[config.mk]
export PLATFORM = sky130hd
export DESIGN_NAME = i2c_target_port
export DESIGN_NICKNAME = d
export VERILOG_FILES = /design/src/common/i2c_port_pkg.sv /design/src/hw/byte_fifo.sv /design/src/hw/i2c_target_port.sv
export VERILOG_INCLUDE_DIRS = /design/src /design/src/common
export SDC_FILE = /design/constraint.sdc
export NUM_CORES = 1
export LEC_CHECK = 0
export BUFFER_PORTS_ARGS = -buffer_cell sky130_fd_sc_hd__buf_4
export CAP_MARGIN = 20
export CORE_ASPECT_RATIO = 1.2
export CORE_MARGIN = 5
export CORE_UTILIZATION = 32
export DETAILED_ROUTE_END_ITERATION = 12
export PLACE_DENSITY = 0.5
export SLEW_MARGIN = 20
export SYNTH_ARGS = -nofsm -noshare
export SYNTH_HDL_FRONTEND = slang
export SYNTH_SLANG_ARGS = --single-unit
[constraint.sdc]
create_clock -name clk -period 2.65 [get_ports clk]
set_input_delay 0.53 -clock clk [delete_from_list [all_inputs] [get_ports clk]]
set_output_delay 0.53 -clock clk [all_outputs]
set_load 0.05 [all_outputs]
[src/common/i2c_port_consts.svh]
// Contract
// RQ1 - Master opens each transaction with start; bus is busy from then.
// RQ2 - First byte holds seven address bits then direction bit, 1 read, 0 write.
// RQ3 - Device is selected only when all seven address bits match its own.
// RQ4 - Own address is fixed except lowest bit, which follows the strap pin.
// RQ5 - Addressed receiver pulls data low through the whole acknowledge clock high.
// RQ6 - Master ends each transaction with stop; bus is free afterwards.
// RQ7 - Bytes are eight bits, MSB first, any number per transfer.
// RQ8 - Bus counts as idle when clock and data are both high.
// RQ9 - Write: address byte, register index, then data, each acknowledged and stored.
// RQ10 - Master always sends the register index with its MSB cleared.
// RQ11 - After each acknowledged write data byte the register pointer advances by one.
// RQ12 - Read: index write, repeated start, address with read bit, device returns data.
// RQ13 - Master does not acknowledge its last read byte, then sends stop.
// RQ14 - During reads the device returns consecutive registers while the master acknowledges.
// RQ15 - A target may hold clock low; master waits until it is released.
// RQ16 - Acceleration read stretches clock until conversion done only when stretch bit set.
// RQ17 - Master writes control registers after power-up before relying on the device.
// RQ18 - Chip select high selects two-wire mode; idle device runs factory defaults.
// RQ19 - Enable low means standby, no response; enable rising reloads register defaults.
// RQ20 - On address mismatch release data and ignore everything until next start.
`ifndef I2C_PORT_CONSTS_SVH
`define I2C_PORT_CONSTS_SVH

// Fixed upper six bits of the target address
`define ADDR_FIXED 6'h0c
// Bits per byte, compared with the bit counter
`define BYTE_BITS 4'h8
// Highest register index that holds acceleration data
`define ACCEL_LAST 8'h05
// Direction bit value for a master read
`define DIR_READ 1'b1
// Register pointer after reset
`define PTR_RESET 8'h00
// Depth of the write-data FIFO
`define WR_FIFO_DEPTH 8
// Synchroniser reset: lines high, enable high, chip select high, strap high
`define SYNC_RESET 5'h1f

`endif

[src/common/i2c_port_pkg.sv]
package i2c_port_pkg;

   // Protocol engine states
   typedef enum logic [3:0] {
      ST_IDLE   = 4'h0,
      ST_ADDR   = 4'h1,
      ST_RX     = 4'h2,
      ST_WAIT   = 4'h3,
      ST_ACK    = 4'h4,
      ST_TX     = 4'h5,
      ST_MACK   = 4'h6,
      ST_CONV   = 4'h7,
      ST_IGNORE = 4'h8
   } state_t;

endpackage

[src/hw/byte_fifo.sv]
`timescale 1ns/10ps
module byte_fifo #(
   parameter int WIDTH = 16,
   parameter int DEPTH = 8,
   parameter int AW    = $clog2(DEPTH)
) (
   input  wire logic             clk,
   input  wire logic             rst_b,
   input  wire logic             in_valid,
   input  wire logic [WIDTH-1:0] in_data,
   output wire logic             in_ready,
   output wire logic             out_valid,
   output wire logic [WIDTH-1:0] out_data,
   input  wire logic             out_ready
);

   logic [WIDTH-1:0] mem_ff [DEPTH];
   logic [AW-1:0]    wr_ptr_ff;
   logic [AW-1:0]    rd_ptr_ff;
   logic [AW:0]      count_ff;
   logic             push;
   logic             pop;

   // Handshake decode
   assign in_ready  = (count_ff != DEPTH[AW:0]);
   assign out_valid = (count_ff != '0);
   assign push      = in_valid & in_ready;
   assign pop       = out_valid & out_ready;
   assign out_data  = mem_ff[rd_ptr_ff];

   // Storage, one flop row per entry
   for (genvar i = 0; i < DEPTH; i++) begin : g_entry
      always_ff @(posedge clk or negedge rst_b) begin
         if (!rst_b)
            mem_ff[i] <= '0;
         else if (push && (wr_ptr_ff == AW'(i)))
            mem_ff[i] <= in_data;
      end
   end

   // Pointers and fill level
   always_ff @(posedge clk or negedge rst_b) begin
      if (!rst_b) begin
         wr_ptr_ff <= '0;
         rd_ptr_ff <= '0;
         count_ff  <= '0;
      end else begin
         wr_ptr_ff <= push ? AW'(wr_ptr_ff + 1'b1) : wr_ptr_ff;
         rd_ptr_ff <= pop ? AW'(rd_ptr_ff + 1'b1) : rd_ptr_ff;
         count_ff  <= (AW+1)'(count_ff + {{AW{1'b0}}, push} - {{AW{1'b0}}, pop});
      end
   end

endmodule // byte_fifo

[src/hw/i2c_target_port.sv]
`timescale 1ns/10ps
`include "i2c_port_consts.svh"
module i2c_target_port #(
   parameter int FIFO_DEPTH = `WR_FIFO_DEPTH
) (
   input  wire logic                 clk,
   input  wire logic                 rst_b,
   input  wire logic                 scl_i,
   output wire logic                 scl_o,
   output wire logic                 scl_oe,
   input  wire logic                 sda_i,
   output wire logic                 sda_o,
   output wire logic                 sda_oe,
   input  wire logic                 chip_select_n,
   input  wire logic                 enable_i,
   input  wire logic                 addr_strap,
   input  wire logic                 clock_stretch_enable,
   output wire logic                 reload_defaults,
   output wire logic                 conv_start,
   input  wire logic                 conv_done,
   output wire logic [7:0]           rd_addr,
   input  wire logic [7:0]           rd_data,
   output wire logic                 wr_valid,
   input  wire logic                 wr_ready,
   output wire logic [7:0]           wr_addr,
   output wire logic [7:0]           wr_data,
   output wire logic                 bus_busy,
   output i2c_port_pkg::state_t      bus_state
);
   import i2c_port_pkg::*;

   ////////////////////////////////////////////////////////////////////////////
   // Pin synchronisers
   ////////////////////////////////////////////////////////////////////////////

   logic [4:0] sync1_ff;
   logic [4:0] sync2_ff;
   logic       scl_q_ff;
   logic       sda_q_ff;
   logic       en_q_ff;
   logic       scl_s;
   logic       sda_s;
   logic       en_s;
   logic       cs_s;
   logic       strap_s;

   // Two flops on every pin before any use
   always_ff @(posedge clk or negedge rst_b) begin
      if (!rst_b) begin
         sync1_ff <= `SYNC_RESET;
         sync2_ff <= `SYNC_RESET;
      end else begin
         sync1_ff <= {scl_i, sda_i, enable_i, chip_select_n, addr_strap};
         sync2_ff <= sync1_ff;
      end
   end

   assign scl_s   = sync2_ff[4];
   assign sda_s   = sync2_ff[3];
   assign en_s    = sync2_ff[2];
   assign cs_s    = sync2_ff[1];
   assign strap_s = sync2_ff[0];

   // Previous samples for edge finding
   always_ff @(posedge clk or negedge rst_b) begin
      if (!rst_b) begin
         scl_q_ff <= 1'b1;
         sda_q_ff <= 1'b1;
         en_q_ff  <= 1'b1;
      end else begin
         scl_q_ff <= scl_s;
         sda_q_ff <= sda_s;
         en_q_ff  <= en_s;
      end
   end

   ////////////////////////////////////////////////////////////////////////////
   // Bus event decode
   ////////////////////////////////////////////////////////////////////////////

   logic       scl_rise;
   logic       scl_fall;
   logic       start_det;
   logic       stop_det;
   logic       mode_on;
   logic [6:0] own_addr;
   logic       addr_match;
   logic       en_rise;

   state_t     st_ff;
   logic [3:0] bit_cnt_ff;
   logic [7:0] shift_ff;
   logic [7:0] tx_ff;
   logic [7:0] ptr_ff;
   logic       dir_ff;
   logic       idx_seen_ff;
   logic       sda_oe_ff;
   logic       scl_oe_ff;
   logic       busy_ff;
   logic       reload_ff;
   logic       conv_ff;
   logic       byte_done;
   logic       accel_req;
   logic       fifo_ready;
   logic       push;

   assign scl_rise  = scl_s & ~scl_q_ff;
   assign scl_fall  = ~scl_s & scl_q_ff;
   assign start_det = scl_s & scl_q_ff & sda_q_ff & ~sda_s;     // RQ1
   assign stop_det  = scl_s & scl_q_ff & ~sda_q_ff & sda_s;     // RQ6
   assign mode_on   = en_s & cs_s;                              // RQ18 RQ19
   assign own_addr  = {`ADDR_FIXED, strap_s};                   // RQ4
   assign addr_match = (shift_ff[7:1] == own_addr);             // RQ3
   assign en_rise   = en_s & ~en_q_ff;                          // RQ19
   assign byte_done = (bit_cnt_ff == `BYTE_BITS);               // RQ7
   assign accel_req = clock_stretch_enable & (ptr_ff <= `ACCEL_LAST); // RQ16

   ////////////////////////////////////////////////////////////////////////////
   // Protocol engine
   ////////////////////////////////////////////////////////////////////////////

   state_t     nxt_st;
   logic [3:0] nxt_bit_cnt;
   logic [7:0] nxt_shift;
   logic [7:0] nxt_tx;
   logic [7:0] nxt_ptr;
   logic       nxt_dir;
   logic       nxt_idx_seen;
   logic       nxt_sda_oe;
   logic       nxt_scl_oe;
   logic       nxt_busy;
   logic       nxt_conv;

   // Next-state decode, driven by sampled bus edges
   always_comb begin
      nxt_st       = st_ff;
      nxt_bit_cnt  = bit_cnt_ff;
      nxt_shift    = shift_ff;
      nxt_tx       = tx_ff;
      nxt_ptr      = ptr_ff;
      nxt_dir      = dir_ff;
      nxt_idx_seen = idx_seen_ff;
      nxt_sda_oe   = sda_oe_ff;
      nxt_scl_oe   = scl_oe_ff;
      nxt_busy     = busy_ff;
      nxt_conv     = 1'b0;
      push         = 1'b0;
      if (!mode_on) begin // RQ19
         nxt_st     = ST_IDLE;
         nxt_sda_oe = 1'b0;
         nxt_scl_oe = 1'b0;
         nxt_busy   = 1'b0;
      end else if (stop_det) begin // RQ8
         nxt_st     = ST_IDLE;
         nxt_sda_oe = 1'b0;
         nxt_scl_oe = 1'b0;
         nxt_busy   = 1'b0;
      end else if (start_det) begin // RQ1
         nxt_st       = ST_ADDR;
         nxt_bit_cnt  = 4'h0;
         nxt_idx_seen = 1'b0;
         nxt_sda_oe   = 1'b0;
         nxt_scl_oe   = 1'b0;
         nxt_busy     = 1'b1;
      end else begin
         case (st_ff)
            ST_ADDR: begin
               if (scl_rise) begin // RQ7
                  nxt_shift   = {shift_ff[6:0], sda_s};
                  nxt_bit_cnt = 4'(bit_cnt_ff + 1'b1);
               end else if (scl_fall && byte_done) begin
                  nxt_bit_cnt = 4'h0;
                  if (addr_match) begin // RQ3
                     nxt_dir    = shift_ff[0]; // RQ2
                     nxt_st     = ST_ACK;
                     nxt_sda_oe = 1'b1; // RQ5
                  end else begin
                     nxt_st = ST_IGNORE; // RQ20
                  end
               end
            end
            ST_RX: begin
               if (scl_rise) begin
                  nxt_shift   = {shift_ff[6:0], sda_s};
                  nxt_bit_cnt = 4'(bit_cnt_ff + 1'b1);
               end else if (scl_fall && byte_done) begin
                  nxt_bit_cnt = 4'h0;
                  if (!idx_seen_ff) begin // RQ9 RQ10
                     nxt_ptr      = shift_ff;
                     nxt_idx_seen = 1'b1;
                     nxt_st       = ST_ACK;
                     nxt_sda_oe   = 1'b1;
                  end else if (fifo_ready) begin // RQ9
                     push       = 1'b1;
                     nxt_ptr    = 8'(ptr_ff + 1'b1); // RQ11
                     nxt_st     = ST_ACK;
                     nxt_sda_oe = 1'b1;
                  end else begin
                     nxt_st     = ST_WAIT;
                     nxt_scl_oe = 1'b1; // RQ15
                  end
               end
            end
            ST_WAIT: begin
               if (fifo_ready) begin
                  push       = 1'b1;
                  nxt_ptr    = 8'(ptr_ff + 1'b1); // RQ11
                  nxt_st     = ST_ACK;
                  nxt_sda_oe = 1'b1;
                  nxt_scl_oe = 1'b0;
               end
            end
            ST_ACK: begin
               if (scl_fall) begin
                  nxt_sda_oe  = 1'b0;
                  nxt_bit_cnt = 4'h0;
                  if (dir_ff == `DIR_READ) begin // RQ12
                     if (accel_req) begin // RQ16
                        nxt_st     = ST_CONV;
                        nxt_scl_oe = 1'b1;
                        nxt_conv   = 1'b1;
                     end else begin
                        nxt_st     = ST_TX;
                        nxt_tx     = rd_data;
                        nxt_sda_oe = ~rd_data[7];
                        nxt_ptr    = 8'(ptr_ff + 1'b1);
                     end
                  end else begin
                     nxt_st = ST_RX;
                  end
               end
            end
            ST_CONV: begin
               if (conv_done) begin // RQ16
                  nxt_st     = ST_TX;
                  nxt_scl_oe = 1'b0;
                  nxt_tx     = rd_data;
                  nxt_sda_oe = ~rd_data[7];
                  nxt_ptr    = 8'(ptr_ff + 1'b1);
               end
            end
            ST_TX: begin
               if (scl_rise) begin
                  nxt_bit_cnt = 4'(bit_cnt_ff + 1'b1);
               end else if (scl_fall) begin
                  if (byte_done) begin
                     nxt_bit_cnt = 4'h0;
                     nxt_sda_oe  = 1'b0;
                     nxt_st      = ST_MACK;
                  end else begin // RQ7
                     nxt_tx     = {tx_ff[6:0], 1'b0};
                     nxt_sda_oe = ~tx_ff[6];
                  end
               end
            end
            ST_MACK: begin
               if (scl_rise && sda_s) begin // RQ13
                  nxt_st = ST_IGNORE;
               end else if (scl_fall) begin // RQ14
                  nxt_st     = ST_TX;
                  nxt_tx     = rd_data;
                  nxt_sda_oe = ~rd_data[7];
                  nxt_ptr    = 8'(ptr_ff + 1'b1);
               end
            end
            ST_IDLE, ST_IGNORE: begin // RQ20
               nxt_sda_oe = 1'b0;
               nxt_scl_oe = 1'b0;
            end
            default: begin
               nxt_st     = ST_IDLE;
               nxt_sda_oe = 1'b0;
               nxt_scl_oe = 1'b0;
            end
         endcase
      end
   end

   // Engine state
   always_ff @(posedge clk or negedge rst_b) begin
      if (!rst_b) begin
         st_ff       <= ST_IDLE;
         bit_cnt_ff  <= 4'h0;
         shift_ff    <= 8'h00;
         tx_ff       <= 8'h00;
         dir_ff      <= 1'b0;
         idx_seen_ff <= 1'b0;
      end else begin
         st_ff       <= nxt_st;
         bit_cnt_ff  <= nxt_bit_cnt;
         shift_ff    <= nxt_shift;
         tx_ff       <= nxt_tx;
         dir_ff      <= nxt_dir;
         idx_seen_ff <= nxt_idx_seen;
      end
   end

   // Pointer survives repeated start; defaults reload resets it
   always_ff @(posedge clk or negedge rst_b) begin
      if (!rst_b)
         ptr_ff <= `PTR_RESET;
      else if (en_rise)
         ptr_ff <= `PTR_RESET;
      else
         ptr_ff <= nxt_ptr;
   end

   // Pin drives and pulses
   always_ff @(posedge clk or negedge rst_b) begin
      if (!rst_b) begin
         sda_oe_ff <= 1'b0;
         scl_oe_ff <= 1'b0;
         busy_ff   <= 1'b0;
         reload_ff <= 1'b0;
         conv_ff   <= 1'b0;
      end else begin
         sda_oe_ff <= nxt_sda_oe;
         scl_oe_ff <= nxt_scl_oe;
         busy_ff   <= nxt_busy;
         reload_ff <= en_rise; // RQ19
         conv_ff   <= nxt_conv;
      end
   end

   ////////////////////////////////////////////////////////////////////////////
   // Write data buffer
   ////////////////////////////////////////////////////////////////////////////

   logic [15:0] fifo_out;

   // Each written byte leaves with its register index
   byte_fifo #(
      .WIDTH (16),
      .DEPTH (FIFO_DEPTH)
   ) u_wr_fifo (
      .clk       (clk),
      .rst_b     (rst_b),
      .in_valid  (push),
      .in_data   ({ptr_ff, shift_ff}),
      .in_ready  (fifo_ready),
      .out_valid (wr_valid),
      .out_data  (fifo_out),
      .out_ready (wr_ready)
   );

   // Outputs
   assign wr_addr         = fifo_out[15:8];
   assign wr_data         = fifo_out[7:0];
   assign rd_addr         = ptr_ff;
   assign scl_o           = 1'b0;
   assign sda_o           = 1'b0;
   assign scl_oe          = scl_oe_ff;
   assign sda_oe          = sda_oe_ff;
   assign bus_busy        = busy_ff;
   assign bus_state       = st_ff;
   assign reload_defaults = reload_ff;
   assign conv_start      = conv_ff;
endmodule // i2c_target_port

==> impl_metrics.env, run 1 <==
export IMPL_outcome="finished, final reports clean"
export IMPL_wirelength_met1_um=10700
export IMPL_rrSetupSlack_ns=0.12
export IMPL_dp_hpwl_um=16000
export IMPL_syn_inst=737
export IMPL_wl_um=23700
export IMPL_async_reset_ff_share_pct=100
export IMPL_syn_to_final_growth_pct=20.7
export IMPL_synth_area_leaders="dfrtp_1, mux2_2, mux4_2, mux2_4, dfstp_2"
export IMPL_start_kind="flop"
export IMPL_p_per_area_mw_per_mm2=607
export IMPL_fillers=2814
export IMPL_clock_sinks=189
export IMPL_dieArea_mm2=0.0339
export IMPL_r2r_end="u_wr_fifo.mem_ff[58]"
export IMPL_vdd_drop_max_mv=0.371
export IMPL_yosys_area_top_type="dfrtp_1"
export IMPL_crit_fanout=7
export IMPL_drtPass1Iterations=5
export IMPL_p_leak_nw=5.40
export IMPL_yosysUniqueCellTypes=67
export IMPL_clk_pin_slew_ns=0.08
export IMPL_worstReg2RegStart="bus_state[0]"
export IMPL_postRouteAntennaNets=0
export IMPL_finalMaxSlewViolations=0
export IMPL_path_cells="buf_12 > buf_12 > mux4_2 > mux2_4 > buf_6"
export IMPL_seq_area_mm2=0.00475
export IMPL_cp_slowest_cell="mux4_2"
export IMPL_placed_area_mm2=0.0108
export IMPL_drc=0
export IMPL_syn_cell_area_mm2=0.00968
export IMPL_fmax_mhz=381
export IMPL_die_y_um=201
export IMPL_worstSetupPathType="flop to output pin"
export IMPL_wire_per_inst_um=19.6
export IMPL_avgSynthCellArea_um2=13.1
export IMPL_ff2ff_path_depth=7
export IMPL_wl_met2_um=11700
export IMPL_period_needed_ns=2.62
export IMPL_hold_path_class="input pin to asynchronous set/reset pin"
export IMPL_drive_above_1_share_pct=45.7
export IMPL_n_antenna_cell=0
export IMPL_holdWs_ns=0.0980
export IMPL_clk_latency_ns=0.44
export IMPL_fin_cells=1210
export IMPL_place_inst=1173
export IMPL_start_util_pct=32.5
export IMPL_hold_viol_final=0
export IMPL_drt_iter0_drc=362
export IMPL_grt_pass1_vias=6516
export IMPL_synth_edff_count=0
export IMPL_grt_pass1_wl_um=37800
export IMPL_viasPerCell=5.13
export IMPL_grt_max_degree=66
export IMPL_period_share_pct=99.0
export IMPL_synth_seq_area_share_pct=49.0
export IMPL_core_mm2=0.0298
export IMPL_cp_data_arrival_time_ns=2.09
export IMPL_gp_congestion=0.896
export IMPL_setup_viol=0
export IMPL_cts_htree_levels=4
export IMPL_slowest_delay_ns=0.53
export IMPL_end_kind="output pin"
export IMPL_ys_seq_elements=189
export IMPL_synth_top_area_share_pct=45.5
export IMPL_io_pins=54
export IMPL_postLayoutCellArea_mm2=0.0117
export IMPL_top_layer_used="met4"
export IMPL_overflow=0
export IMPL_multi_input_area_mm2=0.00466
export IMPL_cts_hold_buf=0
export IMPL_worstMarginPinSlew_ns=0.578
export IMPL_ctsLongestPathBuffers=2
export IMPL_rsz0062_at_grt="yes"
export IMPL_cts_root_buf="clkbuf_16"
export IMPL_fp_dieW_um=169
export IMPL_fin_nets=847
export IMPL_cp_data_required_time_ns=2.12
export IMPL_met3_length_um=969
export IMPL_grt_usage_pct=14.1
export IMPL_vias=6206
export IMPL_ys_flop_type="dfrtp_1"
export IMPL_max_cap_violations=0
export IMPL_relSlewSlack_pct=61.5
export IMPL_numCtsBuffers=17
export IMPL_utilization_pct=39.2
export IMPL_finClkSkew_ns=0.0147
export IMPL_crit_path_frequent_cell="buf_12"
export IMPL_synth_warnings=0
export IMPL_io_buffers=51
export IMPL_fin_total_pwr_mw=7.09
export IMPL_cts_tree="done"
export IMPL_num_rows=69
export IMPL_antenna_found_initial=0
cells by family (layout without fill, tap and decap cells):
| family | Yosys count | count (layout) | synth area share, % |
|---|---|---|---|
| buffers and inverters | 79 | 161 | 3.76 |
| AND/OR/NAND/NOR | 131 | 131 | 8.01 |
| AO/OA/AOI/OAI | 98 | 98 | 6.50 |
| multiplexers | 206 | 206 | 28.8 |
| flip-flops | 189 | 189 | 49.0 |
| other | 1 | 2 | 0.0387 |
| XOR/XNOR | 11 | 11 | 0.995 |
| adder cells (fa/ha/maj) | 22 | 22 | 2.92 |
stage by stage:
stage               setup slack [ns]  TNS, ns
finish                        0.0268        0
global route                 -0.0466   -0.381
CTS                          -0.0546   -0.314
detailed placement            0.0190        0
global placement              0.0278        0
floorplan                   0.000970        0
critical path, delay by kind of cell (launching register included):
kind | cells | cell delay [ns]
flops | 1 | 0.37
mux | 2 | 0.83
buf+inv | 3 | 0.45
flip-flops by register name, summed over array words and instances (netlist names):
signal,count
bit_cnt_ff,4
sync2_ff,5
en_q_ff,1
u_wr_fifo.mem_ff,128
scl_oe,1
shift_ff,8
dir_ff,1
bus_state,4
conv_start,1
u_wr_fifo.wr_ptr_ff,3
sda_oe,1
bus_busy,1
idx_seen_ff,1
rd_addr,8
reload_defaults,1
scl_q_ff,1
tx_ff,7
sda_q_ff,1
u_wr_fifo.count_ff,4
sync1_ff,5
u_wr_fifo.rd_ptr_ff,3
what timing repair did:
| item | 4_1_cts | 5_1_grt |
|---|---|---|
| cloned | 0 | 3 |
| resized for setup | 27 | 12 |
| setup endpoints to repair | 31 | 150 |
| setup buffers | 0 | 2 |
| pin swaps | 1 | 3 |
cell type report:
cell class | instances | share of cell area [%]
clock inverters | 14 | 1.78
clock buffers | 18 | 3.67
well taps | 390 | 4.18
repair buffers | 106 | 9.12
multi-input cells | 470 | 39.8
flip-flops and latches | 189 | 40.7
inverters | 23 | 0.739
power breakdown:
group,switching [mW],internal (mW)
registers,0.0501,2.97
clock network,1.23,1.53
logic,0.710,0.599
synth_stat cells, types with 2 or more instances:
library cell and count:
dfrtp_1 176, mux2_2 139, clkbuf_1 36, mux4_2 32, mux2_4 30, nand2_1 27
a21oi_1 25, o21ai_0 24, nor2_1 23, inv_1 22, ha_1 21, nor3_1 15
nand3_1 14, dfstp_2 13, a31oi_1 10, o2bb2ai_1 8, xnor2_1 7, buf_1 6
buf_6 6, nand2b_1 6, a21o_1 5, and3_1 5, buf_4 5, mux2i_1 5
nand4_1 5, nor2b_1 5, a311oi_1 4, nand3b_1 4, xor2_1 4, a211oi_1 3
a22oi_1 3, buf_2 3, nand3_4 3, nor3b_1 3, nor4_1 3, nand2_4 2
nand4b_1 2, o211ai_1 2, o31ai_1 2, or3b_2 2
cell usage in the layout, fill, tap and decap left out, drive strengths merged, types with 6 or more instances in the layout:
master   Yosys  layout
nand2b       6       6
ha          21      21
clkbuf      36      21
o21ai       25      25
inv         22      28
o2bb2ai      8       8
mux2       169     169
nor3        16      16
a21oi       25      25
xnor2        7       7
nand3       17      17
a31oi       10      10
buf         20     103
nor2        23      23
dfrtp      176     176
mux4        32      32
dfstp       13      13
nand2       29      29
how the worst max path moves through the flow:
stage / startpoint / to / slack (ns) / cells past startpoint
global route: u_wr_fifo.rd_ptr_ff[0] / wr_data[5] / -0.05 / 5
CTS: u_wr_fifo.rd_ptr_ff[0] / wr_data[5] / -0.05 / 4
global placement: bus_state[0] / u_wr_fifo.mem_ff[124] / 0.03 / 8
floorplan: bus_state[0] / u_wr_fifo.count_ff[1] / 0.001 / 7
detailed placement: bus_state[0] / u_wr_fifo.mem_ff[42] / 0.02 / 7
finish: u_wr_fifo.rd_ptr_ff[0] / wr_data[7] / 0.03 / 5
per-layer routing:
metal | GRT usage, % | vias to the layer above
met4 | 4.32 | 0
met2 | 23.0 | 131
met5 | 0 | -
li1 | - | 2846
met1 | 19.0 | 3209
met3 | 2.92 | 20
(Power assumes the default switching activity.)
==> run 2, diff against run 1 <==
--- a/config.mk
+++ b/config.mk
@@ -6,12 +6,14 @@
 export SDC_FILE = /design/constraint.sdc
 export NUM_CORES = 1
 export LEC_CHECK = 0
+export ABC_AREA = 1
 export BUFFER_PORTS_ARGS = -buffer_cell sky130_fd_sc_hd__buf_4
 export CAP_MARGIN = 20
 export CORE_ASPECT_RATIO = 1.2
 export CORE_MARGIN = 5
 export CORE_UTILIZATION = 32
 export DETAILED_ROUTE_END_ITERATION = 12
+export MAX_ROUTING_LAYER = met4
 export PLACE_DENSITY = 0.5
 export SLEW_MARGIN = 20
 export SYNTH_ARGS = -nofsm -noshare
==> impl_metrics.env, run 2 <==
export IMPL_outcome="finished, final reports clean"
export IMPL_cp_slowest_cell="dfrtp_2"
export IMPL_antenna_found_initial=0
export IMPL_dp_hpwl_um=17900
export IMPL_avgSynthCellArea_um2=7.98
export IMPL_grt_usage_pct=17.4
export IMPL_crit_fanout=29
export IMPL_postRouteAntennaNets=0
export IMPL_syn_to_final_growth_pct=16.4
export IMPL_cp_data_required_time_ns=2.12
export IMPL_hold_viol_final=0
export IMPL_start_kind="flop"
export IMPL_path_cells="inv_4 > buf_12 > nor2_1 > o22ai_1 > nor2_1 > a31oi_2 > buf_6"
export IMPL_overflow=0
export IMPL_syn_inst=1196
export IMPL_ctsLongestPathBuffers=2
export IMPL_clk_pin_slew_ns=0.07
export IMPL_die_y_um=199
export IMPL_fp_dieW_um=168
export IMPL_grt_pass1_vias=8171
export IMPL_setup_viol=0
export IMPL_p_leak_nw=5.17
export IMPL_rsz0062_at_grt="no"
export IMPL_swShare_pct=39.6
export IMPL_fmax_mhz=389
export IMPL_seq_power_share_pct=32.7
export IMPL_io_pins=54
export IMPL_drive_above_1_share_pct=13.2
export IMPL_utilization_pct=37.6
export IMPL_clock_power_share_pct=27.8
export IMPL_clock_sinks=189
export IMPL_critPathBufInv=3
export IMPL_vias=8129
export IMPL_ys_flop_type="dfrtp_1"
export IMPL_gp_congestion=0.917
export IMPL_wire_per_inst_um=16.8
export IMPL_n_antenna_cell=0
export IMPL_final_cell_mix="nand2_1, dfrtp_1, nor2_1"
export IMPL_power_frac_comb_pct=39.5
export IMPL_yosys_area_top_type="dfrtp_1"
export IMPL_drc=0
export IMPL_synth_edff_count=0
export IMPL_largest_reg_flops=128
export IMPL_worstSetupPathType="flop to output pin"
export IMPL_io_buffers=51
export IMPL_placed_area_mm2=0.0104
export IMPL_wl_um=27500
export IMPL_cts_tree="done"
export IMPL_intPower_mw=5.59
export IMPL_cts_hold_buf=0
export IMPL_synth_area_leaders="dfrtp_1, nand2_1, o21ai_1, nor2_1, o21ai_0"
export IMPL_synth_seq_area_share_pct=49.7
export IMPL_largest_register="u_wr_fifo.mem_ff"
export IMPL_critPathTopFamily="buffers and inverters"
export IMPL_slowest_delay_ns=0.46
export IMPL_holdWs_ns=0.0887
export IMPL_numCtsBuffers=17
export IMPL_p_per_area_mw_per_mm2=834
export IMPL_fin_nets=1280
export IMPL_core_mm2=0.0295
export IMPL_start_util_pct=32.3
export IMPL_drtPass1Iterations=7
export IMPL_synth_top_area_share_pct=46.1
export IMPL_grt_pass1_wl_um=44900
export IMPL_drt_iter0_drc=584
export IMPL_synth_most_common_cell="nand2_1"
export IMPL_power_switching_mw=3.67
export IMPL_max_cap_violations=0
export IMPL_cts_htree_levels=4
export IMPL_worstMarginPinSlew_ns=0.683
export IMPL_vdd_drop_max_mv=0.662
export IMPL_async_reset_ff_share_pct=100
export IMPL_setup_ws_ns=0.0797
export IMPL_syn_cell_area_mm2=0.00955
export IMPL_finClkSkew_ns=0.00995
export IMPL_yosysUniqueCellTypes=39
export IMPL_relSlewSlack_pct=54.3
export IMPL_clk_latency_ns=0.43
export IMPL_end_kind="output pin"
export IMPL_period_share_pct=97.0
export IMPL_postLayoutCellArea_mm2=0.0111
export IMPL_grt_max_degree=60
export IMPL_cp_data_arrival_time_ns=2.04
export IMPL_finalMaxSlewViolations=0
export IMPL_fillers=3141
export IMPL_synthTopCellsByCount="nand2_1, dfrtp_1, nor2_1, o21ai_1, o21ai_0"
export IMPL_period_needed_ns=2.57
export IMPL_synth_warnings=0
export IMPL_cts_root_buf="clkbuf_16"
export IMPL_ys_seq_elements=189
export IMPL_num_rows=69
export IMPL_layout_commonest_cell="nand2_1"
export IMPL_crit_path_frequent_cell="nor2_1"
export IMPL_viasPerCell=4.96
export IMPL_hold_path_class="input pin to asynchronous set/reset pin"
export IMPL_dieArea_mm2=0.0334
export IMPL_finalSetupTns_ns=0
export IMPL_place_ws_ns=0.177
[run 2: changes by cell type after synthesis, moves of 12 or more]
cell | previous run | this run
mux4_2 | 32 | 0
o21ai_0 | 24 | 114
inv_1 | 22 | 77
o22ai_1 | 0 | 16
o21ai_1 | 1 | 122
buf_2 | 3 | 22
nor2_1 | 23 | 157
nand3_1 | 14 | 53
mux2_2 | 139 | 0
nor3_1 | 15 | 3
mux2_4 | 30 | 0
nand2_1 | 27 | 290
[run 2: power groups by stage]
stage	Combinational (mW)	Clock (mW)	Sequential (mW)
2_1_floorplan	2.32	0	3.07
3_3_place_gp	3.53	0	3.07
3_5_place_dp	3.55	0	3.07
4_1_cts	3.68	2.65	3.03
5_1_grt	4.01	2.77	3.04
6_report	3.66	2.57	3.03
[run 2: logic make-up after synthesis]
family,Yosys count,share of synthesized area (%)
other,1,0.0393
buffers and inverters,144,6.55
and+or+nand+nor,535,23.4
xor gates and xnor gates,9,0.826
DFF,189,49.7
adders and majority gates,22,2.96
AOI/OAI and AO/OA,296,16.5
[run 2: layer usage]
metal	routed length, µm	GRT usage [%]
met5	0	-
met1	12200	21.3
met2	13700	29.8
met3	1130	2.99
met4	467	4.51
[run 2: what timing repair did]
item                                    4_1_cts  5_1_grt
pin swaps                                     0        0
setup buffers                                 0        1
endpoints found under the setup margin        5        9
cloned                                        1        0
gates resized for setup                       6        4
[run 2: worst paths after layout]
check                                        endpoint  cells after the start                    from  slack [ns]
worst max register to register  u_wr_fifo.count_ff[1]                     10           bit_cnt_ff[0]        0.20
min in group clk                          sync1_ff[4]                      1                   scl_i        0.20
worst max-delay path                       wr_addr[1]                      7  u_wr_fifo.rd_ptr_ff[0]        0.08
max in group asynchronous       u_wr_fifo.mem_ff[107]                      2                   rst_b        1.87
worst min register to register            sync2_ff[2]                      0             sync1_ff[2]        0.36
worst min-delay path             u_wr_fifo.mem_ff[20]                      1                   rst_b        0.09
[run 2: area by class of cell]
class                           count  area [µm²]  area share (%)
Tap cell                          390         488            4.39
Sequential cell                   189        4750            42.7
Clock inverter                     11         136            1.23
Inverter                           83         319            2.87
Clock buffer                       18         439            3.95
Multi-Input combinational cell    864        4210            37.9
Timing Repair Buffer               85         772            6.95
[run 2: stage by stage]
step	total power, mW	cells
global placement	6.60	1609
floorplan	5.38	1197
CTS	9.36	1639
global route	9.81	1640
finish	9.26	1640
detailed placement	6.62	1609
